**src/rtl/dpc_pkg.sv**
```systemverilog
// Constants, field layouts and carrier types for the dual-port counter block.
package dpc_pkg;
    localparam int AW = 18;
    localparam int NPORT = 2;
    localparam logic [AW-1:0] CNT_RST_VAL = 18'h00000;
    localparam logic [AW-1:0] MASK_RST_VAL = 18'h3ffff;
    // Mailbox of port 0 and port 1, the two highest locations.
    localparam logic [AW-1:0] MBOX_ADDR0 = 18'h3fffe;
    localparam logic [AW-1:0] MBOX_ADDR1 = 18'h3ffff;

    // APB register byte offsets.
    localparam logic [7:0] REG_STATUS = 8'h00;
    localparam logic [7:0] REG_IRQ_MASK = 8'h04;
    localparam logic [7:0] REG_COUNTER0 = 8'h08;
    localparam logic [7:0] REG_COUNTER1 = 8'h0c;
    localparam logic [7:0] REG_CMASK0 = 8'h10;
    localparam logic [7:0] REG_CMASK1 = 8'h14;
    localparam logic [7:0] REG_FLAGS = 8'h18;

    // Status bit positions: terminal events then mailbox-set events.
    localparam int ST_TERM = 0;
    localparam int ST_MBOX = 2;
    localparam int ST_W = 4;

    // Flags register layout.
    localparam int FL_TERM = 0;
    localparam int FL_MBOX = 2;
    localparam int FL_FT = 4;
    localparam int FL_W = 6;

    // Per-port control inputs, driven by logic on clk.
    typedef struct packed {
        logic          counter_clear_input_n;
        logic          load_strobe_n;
        logic          counter_advance_enable_n;
        logic          counter_or_mask_select;
        logic          flow_through_select;
        logic          chip_en;
        logic          read_not_write;
        logic [3:0]    byte_en_n;
        logic [AW-1:0] addr;
    } dpc_pin_t;

    typedef struct packed {
        logic          psel;
        logic          penable;
        logic          pwrite;
        logic [7:0]    paddr;
        logic [31:0]   pwdata;
    } dpc_apb_req_t;
endpackage

```
**src/rtl/dpc_top.sv**
```systemverilog
// Burst counters, mask registers, flags and global reset of a dual-port RAM.
//
// Our own choices: the APB interface to the registers and the register addresses.
`timescale 1ns/1ps
module dpc_top
    import dpc_pkg::*;
(
    // Clock and reset
    input  wire logic                 clk,
    input  wire logic                 nrst,
    // Global reset pin, asynchronous to clk
    input  wire logic                 global_reset_input_n,
    // Per-port control
    input  wire dpc_pkg::dpc_pin_t [1:0] port_in,
    // Per-port outputs
    output logic [1:0]                counter_terminal_flag_n,
    output logic [1:0]                mailbox_flag_n,
    output logic [1:0][dpc_pkg::AW-1:0] counter_out,
    // APB slave
    input  wire dpc_pkg::dpc_apb_req_t apb_req,
    output logic [31:0]               prdata,
    output logic                      pready,
    output logic                      pslverr,
    // Interrupt
    output logic                      irq
);
    import dpc_pkg::*;

    // Three-stage synchroniser; the level moves only when stages 2 and 3 agree.
    logic grst_s1_r, grst_s2_r, grst_s3_r, grst_lvl_r;
    always_ff @(posedge clk) begin
        if (!nrst) begin
            grst_s1_r <= 1'b0;
            grst_s2_r <= 1'b0;
            grst_s3_r <= 1'b0;
            grst_lvl_r <= 1'b0;
        end else begin
            grst_s1_r <= global_reset_input_n;
            grst_s2_r <= grst_s1_r;
            grst_s3_r <= grst_s2_r;
            if (grst_s2_r == grst_s3_r) begin
                grst_lvl_r <= grst_s3_r;
            end
        end
    end

    // One reset for both ports, held for as long as the pin is low.
    wire core_rst = !nrst || !grst_lvl_r;

    // APB decode.
    wire apb_acc = apb_req.psel && apb_req.penable && pready;
    wire apb_wr = apb_acc && apb_req.pwrite;
    wire [7:0] a = apb_req.paddr;
    wire hit_status = a == REG_STATUS;
    wire hit_imask = a == REG_IRQ_MASK;
    wire hit_known = hit_status || hit_imask || a == REG_COUNTER0 ||
                     a == REG_COUNTER1 || a == REG_CMASK0 ||
                     a == REG_CMASK1 || a == REG_FLAGS;

    logic [AW-1:0]    cnt_r [NPORT];
    logic [AW-1:0]    mask_r [NPORT];
    logic [AW-1:0]    mirror_r [NPORT];
    logic [AW-1:0]    stage_r [NPORT];
    logic [NPORT-1:0] term_ev;
    logic [NPORT-1:0] mbox_set;
    logic [NPORT-1:0] mbox_clr;

    genvar p;
    generate
        for (p = 0; p < NPORT; p++) begin : g_port
            dpc_pin_t pin;
            assign pin = port_in[p];
            wire cnt_sel = pin.counter_or_mask_select;
            wire op_clear = !pin.counter_clear_input_n;
            wire op_load = !op_clear && !pin.load_strobe_n &&
                           !pin.counter_advance_enable_n;
            wire op_inc = !op_clear && pin.load_strobe_n &&
                          !pin.counter_advance_enable_n;
            // Lowest unmasked bit is the step; a masked bit 0 with bit 1 unmasked counts by two.
            wire [AW-1:0] step = mask_r[p] & (~mask_r[p] + 1'b1);
            wire [AW-1:0] sum = cnt_r[p] + step;
            wire [AW-1:0] inc_val = (cnt_r[p] & ~mask_r[p]) |
                                    (sum & mask_r[p]);
            wire inc_term = (inc_val & mask_r[p]) == mask_r[p];
            assign term_ev[p] = cnt_sel && op_inc && inc_term;

            // Mailbox access needs chip enable and at least one byte lane.
            wire acc = pin.chip_en && (pin.byte_en_n != 4'hf);
            wire [AW-1:0] own_box = (p == 0) ? MBOX_ADDR0 : MBOX_ADDR1;
            wire [AW-1:0] peer_box = (p == 0) ? MBOX_ADDR1 : MBOX_ADDR0;
            wire wr_peer = acc && !pin.read_not_write && pin.addr == peer_box;
            assign mbox_set[1-p] = wr_peer;
            assign mbox_clr[p] = acc && pin.read_not_write &&
                                 pin.addr == own_box;

            always_ff @(posedge clk) begin
                if (core_rst) begin
                    cnt_r[p] <= CNT_RST_VAL;
                    mirror_r[p] <= CNT_RST_VAL;
                    mask_r[p] <= MASK_RST_VAL;
                    counter_terminal_flag_n[p] <= 1'b1;
                end else if (cnt_sel) begin
                    if (op_clear) begin
                        cnt_r[p] <= cnt_r[p] & ~mask_r[p];
                        mirror_r[p] <= mirror_r[p] & ~mask_r[p];
                        counter_terminal_flag_n[p] <= 1'b1;
                    end else if (op_load) begin
                        cnt_r[p] <= pin.addr;
                        mirror_r[p] <= pin.addr;
                        counter_terminal_flag_n[p] <= 1'b1;
                    end else if (op_inc) begin
                        cnt_r[p] <= inc_val;
                        counter_terminal_flag_n[p] <= !inc_term;
                    end
                end else begin
                    // Mask operations: reset to all ones or load from address.
                    if (op_clear) begin
                        mask_r[p] <= MASK_RST_VAL;
                    end else if (op_load) begin
                        mask_r[p] <= pin.addr;
                    end
                end
            end

            // Pipelined mode adds one register stage to the readback path.
            always_ff @(posedge clk) begin
                if (core_rst) begin
                    stage_r[p] <= CNT_RST_VAL;
                    counter_out[p] <= CNT_RST_VAL;
                end else begin
                    stage_r[p] <= cnt_sel ? cnt_r[p] : mask_r[p];
                    counter_out[p] <= pin.flow_through_select ?
                        (cnt_sel ? cnt_r[p] : mask_r[p]) : stage_r[p];
                end
            end

            // A set in the same cycle as the owner's read wins.
            always_ff @(posedge clk) begin
                if (core_rst) begin
                    mailbox_flag_n[p] <= 1'b1;
                end else if (mbox_set[p]) begin
                    mailbox_flag_n[p] <= 1'b0;
                end else if (mbox_clr[p]) begin
                    mailbox_flag_n[p] <= 1'b1;
                end
            end
        end
    endgenerate

    // Sticky status, write one to clear; new events win over the clear.
    logic [ST_W-1:0] status_r;
    logic [ST_W-1:0] imask_r;
    // Nothing is recorded while the core is held in reset.
    wire [ST_W-1:0] events = core_rst ? '0 : {mbox_set, term_ev};
    wire [ST_W-1:0] w1c = (apb_wr && hit_status) ?
                          apb_req.pwdata[ST_W-1:0] : '0;
    wire [ST_W-1:0] status_nxt = (status_r & ~w1c) | events;
    wire [FL_W-1:0] flags = {port_in[1].flow_through_select,
                             port_in[0].flow_through_select,
                             ~mailbox_flag_n, ~counter_terminal_flag_n};

    logic [31:0] rd_mux;
    always_comb begin
        rd_mux = 32'h0000_0000;
        unique case (a)
            REG_STATUS: rd_mux[ST_W-1:0] = status_r;
            REG_IRQ_MASK: rd_mux[ST_W-1:0] = imask_r;
            REG_COUNTER0: rd_mux[AW-1:0] = cnt_r[0];
            REG_COUNTER1: rd_mux[AW-1:0] = cnt_r[1];
            REG_CMASK0: rd_mux[AW-1:0] = mask_r[0];
            REG_CMASK1: rd_mux[AW-1:0] = mask_r[1];
            REG_FLAGS: rd_mux[FL_W-1:0] = flags;
            default: rd_mux = 32'h0000_0000;
        endcase
    end

    // Bus, status and interrupt use nrst only, so software sees the events
    // left behind by a global reset pulse.
    always_ff @(posedge clk) begin
        if (!nrst) begin
            pready <= 1'b0;
            prdata <= 32'h0000_0000;
            pslverr <= 1'b0;
            status_r <= '0;
            imask_r <= '0;
            irq <= 1'b0;
        end else begin
            pready <= apb_req.psel && apb_req.penable && !pready;
            prdata <= rd_mux;
            pslverr <= apb_req.psel && apb_req.penable && !pready &&
                       !hit_known;
            status_r <= status_nxt;
            if (apb_wr && hit_imask) begin
                imask_r <= apb_req.pwdata[ST_W-1:0];
            end
            irq <= |(status_nxt & imask_r);
        end
    end
endmodule

```
**config.mk**
```make
export PLATFORM = sky130hd
export DESIGN_NAME = dpc_top
export DESIGN_NICKNAME = d
export VERILOG_FILES = /design/src/rtl/dpc_pkg.sv /design/src/rtl/dpc_top.sv
export SDC_FILE = /design/constraint.sdc
export NUM_CORES = 1
export LEC_CHECK = 0
export BUFFER_PORTS_ARGS = -buffer_cell sky130_fd_sc_hd__buf_4
export CORE_MARGIN = 1
export CORE_UTILIZATION = 57
export CTS_CLUSTER_DIAMETER = 200
export CTS_CLUSTER_SIZE = 16
export DETAILED_ROUTE_END_ITERATION = 8
export PLACE_DENSITY = 0.79
export SKIP_CTS_REPAIR_TIMING = 1
export SLEW_MARGIN = 10
export SYNTH_ARGS = -nofsm -noshare
export SYNTH_HDL_FRONTEND = slang
export SYNTH_SLANG_ARGS = --single-unit
```
**constraint.sdc**
```tcl
create_clock -name clk -period 4.6 [get_ports clk]
set_input_delay 0.69 -clock clk [delete_from_list [all_inputs] [get_ports clk]]
set_output_delay 0.69 -clock clk [all_outputs]
set_load 0.02 [all_outputs]
```
==> results.md <==
- GPL Wtd Cong: approximately 0.94
- Crit-path max FO: 6
- Buffers on Ports: around 140
- DRT antenna net count: 0
- Number of global-route vias before repair: 8466
- Top cells by area, synth: dfxtp_1, edfxtp_1, mux2i_1
- Most frequent cells in the layout: buf_4, nor2_1, dfxtp_1, nand2_1
- Initial drt markers: around 980
- Layout cells sized above 1: 0.1836
- Floorplan core area: 17900 um2
- Hold wc startpoint: grst_s1_r$_SDFF_PN0_
- Worst-margin pin slew: ~1.0 ns
- Asr flop ratio synth: 0
- Status: finished clean
- Min cycle time layout: between 4 and 5 ns
- Worst r2r dst: irq$_SDFF_PN0_
- Slowest stage delay, CP: 0.55 ns
- CP top delay family: simple AND/OR/NAND/NOR gates
- Root Driver: clkbuf_16
- Met1 WL: 13.22 mm
- WL/cell: 20.66 um
- Hold endpoint: grst_s2_r$_SDFF_PN0_
- Flop2flop setup slack: 0.32 ns
- Critical path arrival: approximately 4.6 ns
- Cell area after layout: roughly 12000 um2
- Critical Path Most Common Cell: nand2_1
- Initial Util: 0.5804
- Final max-slew violation count: 0
- Power density cells: about 270 nW/um2
- Sequential area share after synthesis: 0.4181
- Total GRT Usage: 0.3316
- DR top layer: met5
- Synth cell types: 78
- Clk sinks: 181
- DP Wirelength: 22.73 mm
- Vias: 9349
- Reg2reg path depth: 17
- Initial antenna violation count: 1
- Slew HR: 0.3207
- Gr ovfl total: 0
- Clock transition at the registers of the reported paths: around 0.080 ns
- CTS tree: yes
- Nets: 1387
- Syn_area_per_cell: 9.228 um2
- Startpoint type of the worst setup path: flop
- Fmax: 0.2336 GHz
- Clock Tree Buf Depth: 2
- DRT Pass-1 Iters: 6
- Clock latency at the later pin of the worst-skew pair: 0.44 ns
- Cell count after synthesis: 1126
- Cell at the slowest stage of the critical path: or4_4
- Number of synthesized flops with an enable pin: 72
- Top FF cell, synth: dfxtp_1
- Type of the worst min-delay path: reg2reg
- Met2 WL post-DR: 13.71 mm
- Reg-to-Reg Start: mask_r[1][1]$_SDFFCE_PN1P_
- Worst clock skew: 0.009212 ns
- Ant. Diodes: 0
- Peak supply drop: 0.2708 mV
- Pin count of the biggest net entering global routing: 79
- Mapped cell area: 10390 um2
- Crit share post-route: 0.9307
- MaxCap Viol Count: 0
- Buf/Inv on CP: 2
- Endpoint class of the critical path: flop
- Number of vias per cell: 6.287
- Worst setup path category: reg2reg
- Area fraction of the dominant cell type after synthesis: 0.2100
- Final Hold Fails: 0
- Hold Path Depth: 1
- DRC violations left: 0
- TNS Setup: 0 ns
- Cts bufs inserted: 17
- Required @ worst endpoint: 4.94 ns
- Unrepaired setup endpoints after global routing: false
- Final wirelength: 30.72 mm
- Final worst slack: 0.3190 ns
- H-tree levels: 4
- Area post-placement: 11630 um2
- Synth warn: 0
- Post-synth top area cell: dfxtp_1
- Dpl ws: 0.1600 ns
- Die ar.: 18770 um2
- Row Count: 49
- Die Span X: 137.0 um
- P&R area growth vs syn: 17.57%
- Flops & latches, synth: 181
- Vert. Die Dim: 137.0 um
- Crit path cell chain: or4_4 > or4b_4 > nor4_2 > nor2b_2 > nand2_1 > nor4b_1 > ha_1 > inv_1 > o21bai_2 > and2_1 > nand2_1 > nand4_1 > a211oi_2 > buf_4 > mux2i_1 > and4bb_4 > a21bo_1
- Io pins: 179
- Cell leakage power: 4.965 nW
- Setup violators final: 0
- Global-route wire length before repair: 46.55 mm
- Most common cell after layout, fill and taps aside: buf_4
- Metal3 WL: 3.068 mm
-- cell usage after synthesis (all sizes together) (24+ instances only) --
library cell / count
nor2: 133
o21ai: 29
nand2: 75
inv: 24
and2: 28
a211oi: 49
dfxtp: 109
ha: 36
nand3: 25
buf: 28
nor3b: 25
nand2b: 41
clkbuf: 51
edfxtp: 72
mux2i: 72
a21oi: 58
-- how the worst max path moves through the flow --
| stage | slack (ns) | cells past startpoint | from | to |
|---|---|---|---|---|
| after global placement | 0.20 | 16 | mask_r[1][1]$_SDFFCE_PN1P_ | counter_terminal_flag_n[1]$_SDFFE_PN1P_ |
| final | 0.32 | 17 | mask_r[1][1]$_SDFFCE_PN1P_ | irq$_SDFF_PN0_ |
| after CTS | 0.13 | 17 | mask_r[1][1]$_SDFFCE_PN1P_ | irq$_SDFF_PN0_ |
| after floorplan | 0.51 | 17 | mask_r[1][1]$_SDFFCE_PN1P_ | irq$_SDFF_PN0_ |
| after global routing | 0.04 | 17 | mask_r[1][1]$_SDFFCE_PN1P_ | irq$_SDFF_PN0_ |
| after detailed placement | 0.16 | 16 | mask_r[1][1]$_SDFFCE_PN1P_ | counter_terminal_flag_n[1]$_SDFFE_PN1P_ |
-- report_power, final --
| part | switching (W) | leakage, nW | internal [W] |
|---|---|---|---|
| logic | 0.000104 | 3.07 | 0.0000774 |
| registers | 0.00000181 | 1.61 | 0.00166 |
| clock network | 0.000715 | 0.284 | 0.000719 |
| total | 0.000821 | 4.96 | 0.00245 |
-- area by class of cell --
cell class / count / area, um2
clock inverters: 15 / 137.6
well taps: 229 / 286.5
fillers: 1452 / 5685
inverters: 24 / 90.09
repair buffers: 166 / 1246
multi-input cells: 855 / 5687
flip-flops and latches: 181 / 4344
clock buffers: 17 / 425.4
-- metal layers --
| layer | vias to the layer above | track usage |
|---|---|---|
| met5 | - | 0 |
| met4 | 2 | 0.1209 |
| met3 | 60 | 0.06148 |
| met2 | 507 | 0.5036 |
| met1 | 4400 | 0.4679 |
| li1 | 4380 | - |
-- logic make-up (layout without fill, tap and decap cells) --
group,Yosys count,in the layout,synth area share
and+or+nand+nor,444,444,0.2237
AOI/OAI and AO/OA,261,261,0.1758
DFF,181,181,0.4181
buffers and inverters,103,222,0.04311
muxes,74,74,0.07152
adders and majority gates,38,38,0.04720
xor gates and xnor gates,24,24,0.02023
other,1,14,0.0003609
-- stage by stage --
step / total power (W) / utilization / instances / hold WS [ns]
floorplan: 0.001791 / - / 1139 / 0.4119
global placement: 0.001868 / 0.6498 / 1455 / 0.4342
detailed placement: 0.001870 / 0.6498 / 1455 / 0.4395
CTS: 0.003271 / 0.6812 / 1487 / 0.4475
global route: 0.003348 / 0.6824 / 1487 / 0.4532
finish: 0.003272 / 0.6824 / 1487 / 0.4416
-- state kept, by name (all words and copies together), names as in the netlist, 4 cells and up --
name	cells
counter_out	36
mask_r	36
prdata	18
stage_r	36
cnt_r	36
status_r	4
imask_r	4
Power figures use the tool's default switching activity.
